===== src/core/scr_defines.vh =====
// Field positions, select codes and timing constants of the synthesizer control registers
`ifndef SCR_DEFINES_VH
`define SCR_DEFINES_VH
`define SCR_SEL_LSB      0
`define SCR_SEL_MSB      2
`define SCR_SEL_R0       3'h0
`define SCR_SEL_R1       3'h1
`define SCR_SEL_R2       3'h2
`define SCR_SEL_R3       3'h3
`define SCR_SEL_R4       3'h4
`define SCR_R1_MOD_LSB   3
`define SCR_R1_MOD_MSB   14
`define SCR_R1_PH_LSB    15
`define SCR_R1_PH_MSB    26
`define SCR_R2_NOISE_MSB 30
`define SCR_R2_NOISE_LSB 29
`define SCR_R2_MUX_MSB   28
`define SCR_R2_MUX_LSB   26
`define SCR_R2_DBL       25
`define SCR_R2_HALF      24
`define SCR_R2_RCNT_MSB  23
`define SCR_R2_RCNT_LSB  14
`define SCR_R2_DBUF      13
`define SCR_R2_CP_MSB    12
`define SCR_R2_CP_LSB    9
`define SCR_R2_LDF       8
`define SCR_R2_LDP       7
`define SCR_R2_POL       6
`define SCR_R2_PD        5
`define SCR_R2_TRI       4
`define SCR_R2_CRST      3
`define SCR_R3_CSR       18
`define SCR_R3_CDM_MSB   16
`define SCR_R3_CDM_LSB   15
`define SCR_R3_CDIV_MSB  14
`define SCR_R3_CDIV_LSB  3
`define SCR_R4_FB        23
`define SCR_R4_DIV_MSB   22
`define SCR_R4_DIV_LSB   20
`define SCR_R4_BS_MSB    19
`define SCR_R4_BS_LSB    12
`define SCR_R4_MTLD      10
`define SCR_NOISE_LOWSPUR 2'h3
`define SCR_CDM_FASTLOCK 2'h1
`define SCR_CDM_RESYNC   2'h2
`define SCR_LD_FRACTION_NUMERATOR_CNT  6'h28
`define SCR_LD_INT_CNT   6'h05
`define SCR_WIN_WIDE_NS   8'h0a
`define SCR_WIN_NARROW_NS 8'h06
`endif


===== src/core/scr_control_regs.v =====
// Decode and apply the synthesizer control words for registers 0 to 4
`timescale 1ns/100ps
`include "scr_defines.vh"
module scr_control_regs #(
   parameter RW  = 10,
   parameter MW  = 12,
   parameter BSW = 8
) (
   // Clock and reset
   input  wire           i_clk,
   input  wire           i_rst_n,
   // Latched serial word
   input  wire [31:0]    i_word,
   input  wire           i_word_stb,
   // Reference path events (already in i_clk domain)
   input  wire           i_ref_edge,
   // Lock comparison: one strobe per cycle with measured phase error in ns
   input  wire           i_cmp_stb,
   input  wire [7:0]     i_cmp_err_ns,
   // Register 1 fields
   output reg  [MW-1:0]  o_fractional_modulus,
   output reg  [MW-1:0]  o_phase_word,
   // Register 2 fields
   output reg  [1:0]     o_noise_mode,
   output wire           o_dither_en,
   output reg  [2:0]     o_output_multiplexer,
   output reg            o_ref_doubler,
   output wire           o_ref_both_edges,
   output reg            o_reference_half_divider,
   output reg  [RW-1:0]  o_ref_count,
   output reg            o_double_buffer,
   output reg  [3:0]     o_cp_current,
   output reg            o_lock_detect_function,
   output reg            o_lock_detect_precision,
   output reg            o_pd_polarity,
   output reg            o_power_down,
   output wire           o_cp_three_state,
   output wire           o_counter_reset,
   output wire           o_vco_off,
   output wire           o_rf_out_en,
   // Register 3 fields
   output reg            o_cycle_slip_reduction,
   output reg  [1:0]     o_clk_div_mode,
   output wire           o_phase_resync_en,
   output wire           o_fast_lock_en,
   output reg  [MW-1:0]  o_clk_div_value,
   // Register 4 fields
   output reg            o_fb_from_vco,
   output reg  [2:0]     o_out_div_sel,
   output reg  [BSW-1:0] o_band_sel_div,
   output reg            o_mute_till_lock,
   // Derived reference and status
   output reg            o_pfd_ref_tick,
   output reg            o_band_sel_tick,
   output wire           o_locked
);
   wire [2:0] sel = i_word[`SCR_SEL_MSB:`SCR_SEL_LSB];
   // One-hot write decode; selects 5 to 7 fall to the default and are dropped
   reg  [4:0] wr_hot;
   always @* begin
      wr_hot = 5'h00;
      // Writes are acted on only when the shifter presents a whole word
      if (i_word_stb) begin
         case (sel)
            `SCR_SEL_R0: wr_hot = 5'h01;
            `SCR_SEL_R1: wr_hot = 5'h02;
            `SCR_SEL_R2: wr_hot = 5'h04;
            `SCR_SEL_R3: wr_hot = 5'h08;
            `SCR_SEL_R4: wr_hot = 5'h10;
            default:     wr_hot = 5'h00;
         endcase
      end
   end
   wire       wr0 = wr_hot[0];
   wire       wr1 = wr_hot[1];
   wire       wr2 = wr_hot[2];
   wire       wr3 = wr_hot[3];
   wire       wr4 = wr_hot[4];

   // Shadow copies for double-buffered fields, plus the stored three-state and counter reset bits
   reg           sh_dbl;
   reg           sh_half;
   reg [RW-1:0]  sh_rcnt;
   reg [3:0]     sh_cp;
   reg [2:0]     sh_div;
   reg           cp_tri_bit;
   reg           crst_bit;

   always @(posedge i_clk or negedge i_rst_n) begin
      if (!i_rst_n) begin
         o_fractional_modulus     <= {MW{1'b0}};
         o_phase_word             <= {MW{1'b0}};
         o_noise_mode             <= 2'h0;
         o_output_multiplexer     <= 3'h0;
         o_ref_doubler            <= 1'b0;
         o_reference_half_divider <= 1'b0;
         o_ref_count              <= {RW{1'b0}};
         o_double_buffer          <= 1'b0;
         o_cp_current             <= 4'h0;
         o_lock_detect_function   <= 1'b0;
         o_lock_detect_precision  <= 1'b0;
         o_pd_polarity            <= 1'b0;
         o_power_down             <= 1'b0;
         cp_tri_bit               <= 1'b0;
         crst_bit                 <= 1'b0;
         o_cycle_slip_reduction   <= 1'b0;
         o_clk_div_mode           <= 2'h0;
         o_clk_div_value          <= {MW{1'b0}};
         o_fb_from_vco            <= 1'b0;
         o_out_div_sel            <= 3'h0;
         o_band_sel_div           <= {BSW{1'b0}};
         o_mute_till_lock         <= 1'b0;
         sh_dbl                   <= 1'b0;
         sh_half                  <= 1'b0;
         sh_rcnt                  <= {RW{1'b0}};
         sh_cp                    <= 4'h0;
         sh_div                   <= 3'h0;
      end else begin
         if (wr1) begin
            o_fractional_modulus <= i_word[`SCR_R1_MOD_MSB:`SCR_R1_MOD_LSB];
            o_phase_word         <= i_word[`SCR_R1_PH_MSB:`SCR_R1_PH_LSB];
         end
         if (wr2) begin
            o_noise_mode            <= i_word[`SCR_R2_NOISE_MSB:`SCR_R2_NOISE_LSB];
            o_output_multiplexer    <= i_word[`SCR_R2_MUX_MSB:`SCR_R2_MUX_LSB];
            sh_dbl                  <= i_word[`SCR_R2_DBL];
            sh_half                 <= i_word[`SCR_R2_HALF];
            sh_rcnt                 <= i_word[`SCR_R2_RCNT_MSB:`SCR_R2_RCNT_LSB];
            o_double_buffer         <= i_word[`SCR_R2_DBUF];
            sh_cp                   <= i_word[`SCR_R2_CP_MSB:`SCR_R2_CP_LSB];
            o_lock_detect_function  <= i_word[`SCR_R2_LDF];
            o_lock_detect_precision <= i_word[`SCR_R2_LDP];
            o_pd_polarity           <= i_word[`SCR_R2_POL];
            // Register contents are kept through power-down
            o_power_down            <= i_word[`SCR_R2_PD];
            cp_tri_bit              <= i_word[`SCR_R2_TRI];
            crst_bit                <= i_word[`SCR_R2_CRST];
         end
         if (wr3) begin
            o_cycle_slip_reduction <= i_word[`SCR_R3_CSR];
            o_clk_div_mode         <= i_word[`SCR_R3_CDM_MSB:`SCR_R3_CDM_LSB];
            o_clk_div_value        <= i_word[`SCR_R3_CDIV_MSB:`SCR_R3_CDIV_LSB];
         end
         if (wr4) begin
            o_fb_from_vco    <= i_word[`SCR_R4_FB];
            sh_div           <= i_word[`SCR_R4_DIV_MSB:`SCR_R4_DIV_LSB];
            o_band_sel_div   <= i_word[`SCR_R4_BS_MSB:`SCR_R4_BS_LSB];
            o_mute_till_lock <= i_word[`SCR_R4_MTLD];
         end
         // Buffered fields move to the active copy on a register 0 write
         if (wr0) begin
            o_ref_doubler            <= sh_dbl;
            o_reference_half_divider <= sh_half;
            o_ref_count              <= sh_rcnt;
            o_cp_current             <= sh_cp;
         end
         // Divider select is immediate unless buffering is enabled
         if (wr4 && !o_double_buffer) begin
            o_out_div_sel <= i_word[`SCR_R4_DIV_MSB:`SCR_R4_DIV_LSB];
         end else if (wr0 && o_double_buffer) begin
            o_out_div_sel <= sh_div;
         end
      end
   end

   assign o_dither_en      = (o_noise_mode == `SCR_NOISE_LOWSPUR);
   assign o_ref_both_edges = o_ref_doubler;
   assign o_cp_three_state = cp_tri_bit | o_power_down;
   assign o_counter_reset  = crst_bit | o_power_down;
   assign o_vco_off        = o_power_down;
   assign o_phase_resync_en = (o_clk_div_mode == `SCR_CDM_RESYNC);
   assign o_fast_lock_en    = (o_clk_div_mode == `SCR_CDM_FASTLOCK);
   // Muted outputs stay off until lock so no off-frequency energy leaks out
   assign o_rf_out_en = !o_power_down && !(o_mute_till_lock && !o_locked);

   // Reference counter; ratio 0 is treated as 1 since 0 is not a legal ratio
   reg [RW-1:0] rcnt;
   reg          half_q;
   wire [RW-1:0] ratio = (o_ref_count == {RW{1'b0}}) ? {{(RW-1){1'b0}}, 1'b1} : o_ref_count;
   wire          r_out = i_ref_edge && (rcnt + 1'b1 >= ratio);

   always @(posedge i_clk or negedge i_rst_n) begin
      if (!i_rst_n) begin
         rcnt   <= {RW{1'b0}};
         half_q <= 1'b0;
      end else if (o_counter_reset) begin
         // Held at load state while reset or powered down
         rcnt   <= {RW{1'b0}};
         half_q <= 1'b0;
      end else if (i_ref_edge) begin
         rcnt <= r_out ? {RW{1'b0}} : rcnt + 1'b1;
         if (r_out) begin
            half_q <= ~half_q;
         end
      end
   end

   always @(posedge i_clk or negedge i_rst_n) begin
      if (!i_rst_n) begin
         o_pfd_ref_tick <= 1'b0;
      end else begin
         // Toggle stage halves the rate: tick on every other counter output
         o_pfd_ref_tick <= r_out && !o_counter_reset &&
                           (!o_reference_half_divider || half_q);
      end
   end

   // Band select clock divider on the reference counter output
   reg [BSW-1:0] bscnt;
   wire [BSW-1:0] bs_ratio = (o_band_sel_div == {BSW{1'b0}}) ?
                             {{(BSW-1){1'b0}}, 1'b1} : o_band_sel_div;
   wire bs_hit = r_out && (bscnt + 1'b1 >= bs_ratio);

   always @(posedge i_clk or negedge i_rst_n) begin
      if (!i_rst_n) begin
         bscnt           <= {BSW{1'b0}};
         o_band_sel_tick <= 1'b0;
      end else if (o_counter_reset) begin
         bscnt           <= {BSW{1'b0}};
         o_band_sel_tick <= 1'b0;
      end else begin
         o_band_sel_tick <= bs_hit;
         if (r_out) begin
            bscnt <= bs_hit ? {BSW{1'b0}} : bscnt + 1'b1;
         end
      end
   end

   // Window and run length per lock mode; integer mode reverses the precision sense
   reg  [7:0] win_ns;
   reg  [5:0] need;
   always @* begin
      win_ns = `SCR_WIN_WIDE_NS;
      need   = `SCR_LD_FRACTION_NUMERATOR_CNT;
      case ({o_lock_detect_function, o_lock_detect_precision})
         2'h0: begin
            win_ns = `SCR_WIN_WIDE_NS;
            need   = `SCR_LD_FRACTION_NUMERATOR_CNT;
         end
         2'h1: begin
            win_ns = `SCR_WIN_NARROW_NS;
            need   = `SCR_LD_FRACTION_NUMERATOR_CNT;
         end
         2'h2: begin
            win_ns = `SCR_WIN_NARROW_NS;
            need   = `SCR_LD_INT_CNT;
         end
         2'h3: begin
            win_ns = `SCR_WIN_WIDE_NS;
            need   = `SCR_LD_INT_CNT;
         end
         default: begin
            win_ns = `SCR_WIN_WIDE_NS;
            need   = `SCR_LD_FRACTION_NUMERATOR_CNT;
         end
      endcase
   end
   // Changing mode restarts detection so a stale count cannot carry over
   reg        ldf_q;
   reg        ldp_q;
   always @(posedge i_clk or negedge i_rst_n) begin
      if (!i_rst_n) begin
         ldf_q <= 1'b0;
         ldp_q <= 1'b0;
      end else begin
         ldf_q <= o_lock_detect_function;
         ldp_q <= o_lock_detect_precision;
      end
   end
   wire ld_clear = o_power_down || (ldf_q != o_lock_detect_function) ||
                   (ldp_q != o_lock_detect_precision);

   scr_lock_detect #(
      .CW (6)
   ) u_lock (
      .i_clk       (i_clk),
      .i_rst_n     (i_rst_n),
      .i_clear     (ld_clear),
      .i_need      (need),
      .i_cmp_stb   (i_cmp_stb),
      .i_in_window (i_cmp_err_ns < win_ns),
      .o_locked    (o_locked)
   );
endmodule // scr_control_regs


===== src/core/scr_lock_detect.v =====
// Digital lock detector counting consecutive in-window comparison cycles
`timescale 1ns/100ps
module scr_lock_detect #(
   parameter CW = 6
) (
   // Clock and reset
   input  wire          i_clk,
   input  wire          i_rst_n,
   // Control
   input  wire          i_clear,
   input  wire [CW-1:0] i_need,
   // Comparison events
   input  wire          i_cmp_stb,
   input  wire          i_in_window,
   // Result
   output reg           o_locked
);
   reg [CW-1:0] run;

   always @(posedge i_clk or negedge i_rst_n) begin
      if (!i_rst_n) begin
         run      <= {CW{1'b0}};
         o_locked <= 1'b0;
      end else if (i_clear) begin
         run      <= {CW{1'b0}};
         o_locked <= 1'b0;
      end else if (i_cmp_stb) begin
         if (!i_in_window) begin
            // Any wide cycle restarts the count and drops lock
            run      <= {CW{1'b0}};
            o_locked <= 1'b0;
         end else if (run + 1'b1 >= i_need) begin
            run      <= i_need;
            o_locked <= 1'b1;
         end else begin
            run <= run + 1'b1;
         end
      end
   end
endmodule // scr_lock_detect


===== config.mk =====
export PLATFORM = sky130hd
export DESIGN_NAME = scr_control_regs
export DESIGN_NICKNAME = d
export VERILOG_FILES = /design/src/core/scr_control_regs.v /design/src/core/scr_lock_detect.v
export VERILOG_INCLUDE_DIRS = /design/src /design/src/core
export SDC_FILE = /design/constraint.sdc
export NUM_CORES = 1
export LEC_CHECK = 0
export ABC_AREA = 1
export BUFFER_PORTS_ARGS = -buffer_cell sky130_fd_sc_hd__buf_2
export CORE_AREA = 2 2 184 141
export CTS_CLUSTER_DIAMETER = 50
export DETAILED_ROUTE_END_ITERATION = 10
export DIE_AREA = 0 0 186 143
export PLACE_DENSITY_LB_ADDON = 0.08
export SYNTH_ARGS = -nofsm -noshare
export SYNTH_HDL_FRONTEND = slang
export SYNTH_SLANG_ARGS = --single-unit

===== constraint.sdc =====
create_clock -name i_clk -period 5.9 [get_ports i_clk]
set_input_delay 0.885 -clock i_clk [delete_from_list [all_inputs] [get_ports i_clk]]
set_output_delay 0.885 -clock i_clk [all_outputs]
set_load 0.01 [all_outputs]

==> flow_metrics.py, run 1 <==
metrics = {
    "global_routing": {
        "grtUsageMet2_pct": 20.9,
        "grt_first_pass_wirelength_mm": 27.7,
        "grt_overflow": 0,
        "grt-busiest-layer": "met2",
        "grt_max_degree": 96,
        "grtUsageTotal_pct": 13.9,
        "globalRouteMet1Util_pct": 19.2,
        "grt_pass1_vias": 4956,
        "antenna_found_initial": 0,
        "gr-usage-met3_pct": 4.16,
    },
    "cells_and_area": {
        "fin_util_pct": 31.3,
        "antenna_cells": 0,
        "layoutNonFillerInstCount": 1166,
        "nets": 889,
        "syn_to_final_growth_pct": 25.9,
        "fin_area_mm2": 0.00772,
        "fillerInstances": 2620,
        "drive_gt1_share_pct": 24.4,
    },
    "critical_path": {
        "start_kind": "flip-flop",
        "worst_setup_path_end_kind": "flip-flop",
        "cp.required_ns": 6.25,
        "path_class": "flip-flop to flip-flop",
        "cp.arrival_ns": 3.38,
        "rr_worst_depth": 14,
        "worst-path-max-fanout": 12,
    },
    "clocking": {
        "ctsResizeCount": 0,
        "insertion_delay_ns": 0.42,
        "cts_buffer_depth": 2,
        "cts.sinks": 129,
        "cts_buffers": 17,
        "post_cts_buffers": 0,
        "postCtsHoldBufs": 0,
        "cts_root_buf": "clkbuf_16",
        "h-tree-depth": 4,
        "cts.clk_slew.worst_paths_ns": 0.06,
        "cts_tree": "built",
    },
    "route": {
        "vias_per_cell": 4.20,
        "via_count": 4901,
        "firstDrtPassIters": 4,
        "first_iter_violations": 210,
        "drc_errors": 0,
        "ant_nets": 0,
        "totalWireLength_mm": 17.3,
        "wl_per_cell_um": 14.9,
    },
    "run_status": {
        "status": "completed",
    },
    "floorplan": {
        "io_pins": 134,
        "core_area_mm2": 0.0247,
        "die_area_mm2": 0.0266,
        "dieWidth_um": 186,
        "start_util_pct": 24.8,
        "fp.dieH_um": 143,
        "row_count": 50,
    },
    "logic_synthesis": {
        "synth_warnings": 0,
        "synth_area_leader_cell": "dfrtp_1",
        "synth_common_cells": "nand2_1 (182), dfrtp_1 (129), inv_1 (90), o21ai_0 (82), nor2_1 (34)",
        "yosysTopAreaCellShare_pct": 52.6,
        "synth_seq_cells": 129,
        "synthTopCellsByArea": "dfrtp_1 (53%), nand2_1 (11%), o21ai_0 (6.7%)",
        "netlist-cell-type-count": 39,
        "synth_area_mm2": 0.00613,
        "synth-edff-count": 0,
        "synth.avg_cell_area_um2": 8.96,
        "ys_async_sr_fraction_pct": 100,
        "synthCells": 685,
        "seq_area_frac_synth_pct": 52.6,
        "synth_most_common_cell": "nand2_1",
        "dominantRegCellSynth": "dfrtp_1",
        "synth_nets": 759,
    },
    "timing": {
        "final_max_slew_viol_count": 0,
        "hold_ws_ns": 0.479,
        "slew_headroom_pct": 37.8,
        "min_period_ns": 3.03,
        "fin_ws_ns": 2.87,
        "clock_skew_ns": 0.0169,
        "rsz0062_at_grt": "no",
        "max_freq_mhz": 330,
        "tns_ns": 0,
        "setup_violations": 0,
        "post-route-period-util_pct": 51.4,
        "worst_slew_pin_slew_ns": 0.931,
        "hold_violations": 0,
    },
    "run": {
        "drv_cap": 0,
    },
    "place": {
        "dp_slack_ns": 2.90,
        "place_area_mm2": 0.00712,
        "gp_congestion": 0.793,
        "portBuffers": 131,
        "dp_cells": 1134,
        "post-dp-hpwl_mm": 12.5,
    },
    "power": {
        "power.total_mw": 2.81,
        "powerDensity_mw_per_mm2": 364,
        "p_leak_nw": 4.18,
        "max-vdd-ir-drop_mv": 0.199,
    },
    "hold_path": {
        "min-delay-path-class": "flip-flop to flip-flop",
        "whs_path_depth": 2,
    },
}
where the power goes:
part           internal (mW)  switching, mW  total (mW)
registers               1.03          0.113        1.15
clock network          0.700          0.404        1.10
logic                  0.221          0.338       0.558
kinds of logic after synthesis:
logic type | synth area share [%]
simple gates | 19.4
flops | 52.6
buf+inv | 7.67
compound gates | 10.0
fa+ha+maj | 5.91
xor+xnor | 2.53
mux | 1.84
layout by cell type, fill, tap and decap left out, types with 2 or more instances in the layout:
cell type / count
a21o_1: 2
a21oi_1: 18
buf_2: 130
bufinv_16: 3
clkbuf_1: 4
clkbuf_16: 17
clkbuf_8: 3
clkinvlp_4: 3
dfrtp_1: 129
ha_1: 29
inv_1: 90
inv_2: 4
mux2_2: 10
nand2_1: 181
nand2_2: 4
nand3_1: 24
nand3_2: 6
nand3b_1: 2
nand4_1: 6
nor2_1: 34
nor2_2: 4
nor2_4: 3
o211ai_1: 2
o21ai_0: 82
o21ai_2: 3
o22ai_1: 3
xnor2_1: 3
xnor2_2: 2
xor2_1: 11
flip-flops by register name, indices dropped and copies added, names as in the netlist, 2 cells and up:
| register | cells |
|---|---|
| sh_div | 3 |
| o_band_sel_div | 8 |
| o_clk_div_value | 12 |
| o_cp_current | 4 |
| o_output_multiplexer | 3 |
| u_lock.run | 6 |
| sh_cp | 4 |
| o_fractional_modulus | 12 |
| bscnt | 8 |
| o_noise_mode | 2 |
| o_clk_div_mode | 2 |
| o_out_div_sel | 3 |
| sh_rcnt | 10 |
| o_phase_word | 12 |
| o_ref_count | 10 |
| rcnt | 10 |
area by class of cell:
type                    count  area [µm²]  share of cell area, %
flip-flops and latches    129        3230                   41.8
multi-input cells         440        2440                   31.6
clock inverters             8         126                   1.64
repair buffers            132         669                   8.67
clock buffers              24         482                   6.24
inverters                  95         357                   4.62
well taps                 338         423                   5.48
worst max-delay path, cell delays in order, from the launching register on:
cell,delay [ns]
dfrtp_1,0.52
ha_1,0.26
nand3_2,0.11
nor2_1,0.18
nand3_1,0.11
xor2_1,0.17
clkinv_1,0.13
ha_1,0.30
nand2_1,0.09
nor2_1,0.07
nand3_1,0.10
nand3_2,0.12
a21oi_2,0.58
nand3_1,0.15
nand2_1,0.09
path summary, 6_finish.rpt:
path,from,to,slack (ns)
max in group asynchronous,i_rst_n,sh_cp[1],4.27
hold / removal,o_clk_div_value[4],o_clk_div_value[4],0.48
hold reg to reg,o_clk_div_value[4],o_clk_div_value[4],0.48
setup reg to reg,rcnt[0],rcnt[6],2.87
setup / recovery,rcnt[0],rcnt[6],2.87
min in group asynchronous,i_rst_n,o_clk_div_value[3],0.55
per-layer routing:
metal  vias up  part of all wire, %
li1       2445                    -
met2       110                   44
met1      2329                   50
met5         -                    0
met3        17                  5.3
met4         0                  1.2
No activity file was read; power rests on OpenSTA's default activity.
==> run 2: changes to the inputs <==
- clock period: 5.9 -> 2.81 ns (I/O delays scaled with it)
==> run 2 against run 1 <==
  * Design area rose by 0.21%
  * Setup slack got worse by 2.6 ns
  * Critical path type unchanged
  * Die area did not move
  * Final cell count rose by 0.69%
  * Clock power rose by 85%
  * Combinational power rose by 120%
==> flow_metrics.py, run 2 (synthesis gave the netlist of run 1 again) <==
metrics = {
    "cells_and_area": {
        "syn_to_final_growth_pct": 26.2,
        "fillerInstances": 2589,
        "top_regs": "o_clk_div_value x12, o_fractional_modulus x12, o_phase_word x12",
        "antenna_cells": 0,
        "layout_commonest_cell": "nand2_1",
        "nets": 897,
        "final_cell_mix": "nand2_1 (180), buf_2 (130), dfrtp_1 (129)",
        "fin_area_mm2": 0.00774,
        "layoutNonFillerInstCount": 1174,
        "drive_gt1_share_pct": 25.8,
    },
    "floorplan": {
        "die_area_mm2": 0.0266,
        "io_pins": 134,
        "row_count": 50,
        "dieWidth_um": 186,
        "fp.dieH_um": 143,
        "core_area_mm2": 0.0247,
        "start_util_pct": 24.8,
    },
    "clocking": {
        "insertion_delay_ns": 0.41,
        "cts.sinks": 129,
        "cts_root_buf": "clkbuf_16",
        "cts.clk_slew.worst_paths_ns": 0.06,
        "cts_buffer_depth": 2,
        "cts_tree": "built",
        "h-tree-depth": 4,
        "cts_buffers": 17,
        "post_cts_buffers": 0,
    },
    "route": {
        "totalWireLength_mm": 17.6,
        "via_count": 4976,
        "firstDrtPassIters": 6,
        "vias_per_cell": 4.24,
        "wl_per_cell_um": 15.0,
        "drc_errors": 0,
        "first_iter_violations": 197,
        "ant_nets": 0,
    },
    "place": {
        "place_area_mm2": 0.00718,
        "dp_cells": 1141,
        "gp_congestion": 0.772,
        "portBuffers": 131,
        "post-dp-hpwl_mm": 13.0,
    },
    "power": {
        "power.total_mw": 5.66,
        "max-vdd-ir-drop_mv": 0.415,
        "powerDensity_mw_per_mm2": 731,
        "p_leak_nw": 4.19,
    },
    "critical_path": {
        "rr_worst_depth": 15,
        "cp.required_ns": 3.17,
        "worst-path-max-fanout": 4,
        "worst_setup_path_end_kind": "flip-flop",
        "r2r-end": "bscnt[1]",
        "r2r-start": "rcnt[1]",
        "path_class": "flip-flop to flip-flop",
        "slowest_stage": "dfrtp_1",
        "max_stage_delay_ns": 0.40,
        "worstPathCellList": "ha_1, nand3_2, nor2_2, nand3_1, xor2_1, clkinv_1, ha_1, nand2_1, nor2_1, nand3_1, nand3_2, nand3_1, nor2_1, nand2_1, nand2_1",
        "start_kind": "flip-flop",
        "cp-startpoint": "rcnt[1]",
        "rrSetupSlack_ns": 0.27,
        "cp.arrival_ns": 2.90,
    },
    "hold_path": {
        "min-delay-path-class": "input pin to flip-flop",
        "whs_path_depth": 2,
        "min_to": "o_output_multiplexer[2]",
        "hp-start": "i_word[28]",
    },
    "timing": {
        "setup_violations": 0,
        "max_freq_mhz": 393,
        "min_period_ns": 2.54,
        "post-route-period-util_pct": 90.6,
        "slew_headroom_pct": 39.1,
        "hold_violations": 0,
        "rsz0062_at_grt": "no",
        "tns_ns": 0,
        "clock_skew_ns": 0.00772,
        "final_max_slew_viol_count": 0,
        "worst_slew_pin_slew_ns": 0.911,
    },
    "run": {
        "drv_cap": 0,
    },
    "run_status": {
        "status": "completed",
    },
    "global_routing": {
        "grt_first_pass_wirelength_mm": 27.9,
        "antenna_found_initial": 0,
        "grt_max_degree": 60,
        "grt_overflow": 0,
        "grt_pass1_vias": 4985,
        "grtUsageTotal_pct": 14.0,
    },
}
run 2: cell count changes in the layout (fill, tap and decap cells not counted), moves of 3 or more:
| cell | change |
|---|---|
| buf_4 | +6 |
| clkbuf_8 | -3 |
| clkbuf_1 | -3 |
| bufinv_16 | -3 |
| inv_6 | +3 |
| clkinv_4 | +4 |
run 2: per-stage QoR:
stage          util, %  worst slack (ns)  hold slack (ns)
2_1_floorplan        -             0.526            0.126
3_3_place_gp      29.1             0.207            0.437
3_5_place_dp      29.1             0.182            0.443
4_1_cts           31.3             0.179            0.219
5_1_grt           31.3            0.0130            0.222
6_report          31.3             0.265            0.245
run 2: final cells by class:
cell class | count | area, µm² | share of cell area [%]
clock buffers | 18 | 429 | 5.54
clock inverters | 14 | 110 | 1.42
inverters | 95 | 357 | 4.61
multi-input cells | 440 | 2450 | 31.6
flip-flops and latches | 129 | 3230 | 41.7
well taps | 338 | 423 | 5.46
repair buffers | 140 | 744 | 9.62
run 2: worst max path at each step:
stage          endpoint  slack (ns)
2_1_floorplan  bscnt[7]        0.53
3_3_place_gp   bscnt[7]        0.21
3_5_place_dp    rcnt[2]        0.18
4_1_cts        bscnt[6]        0.18
5_1_grt        bscnt[1]        0.01
6_report       bscnt[1]        0.27
run 2: layer usage:
metal	up-vias	GRT usage, %	share of wire [%]
met3	9	4.23	5.5
met5	-	0	0
met1	2387	19.7	50
met4	0	3.36	0.63
met2	109	21.0	43
li1	2471	-	-
run 2: repair_timing:
item,in CTS,in global routing
hold endpoints to repair,9,0
resized for setup,0,4
endpoints found under the setup margin,0,15
hold buffers,1,0
run 2: power breakdown:
part	internal (mW)	switching (mW)
Clock	1.14	0.899
Combinational	0.486	0.731
Sequential	2.17	0.228
Total	3.80	1.86
run 2: worst max-delay path, delay by kind of cell, from the launching register on:
| family | cells | cell delay [ns] |
|---|---|---|
| buf+inv | 1 | 0.11 |
| simple gates | 11 | 1.33 |
| xor+xnor | 1 | 0.15 |
| flops | 1 | 0.40 |
| fa+ha+maj | 2 | 0.52 |
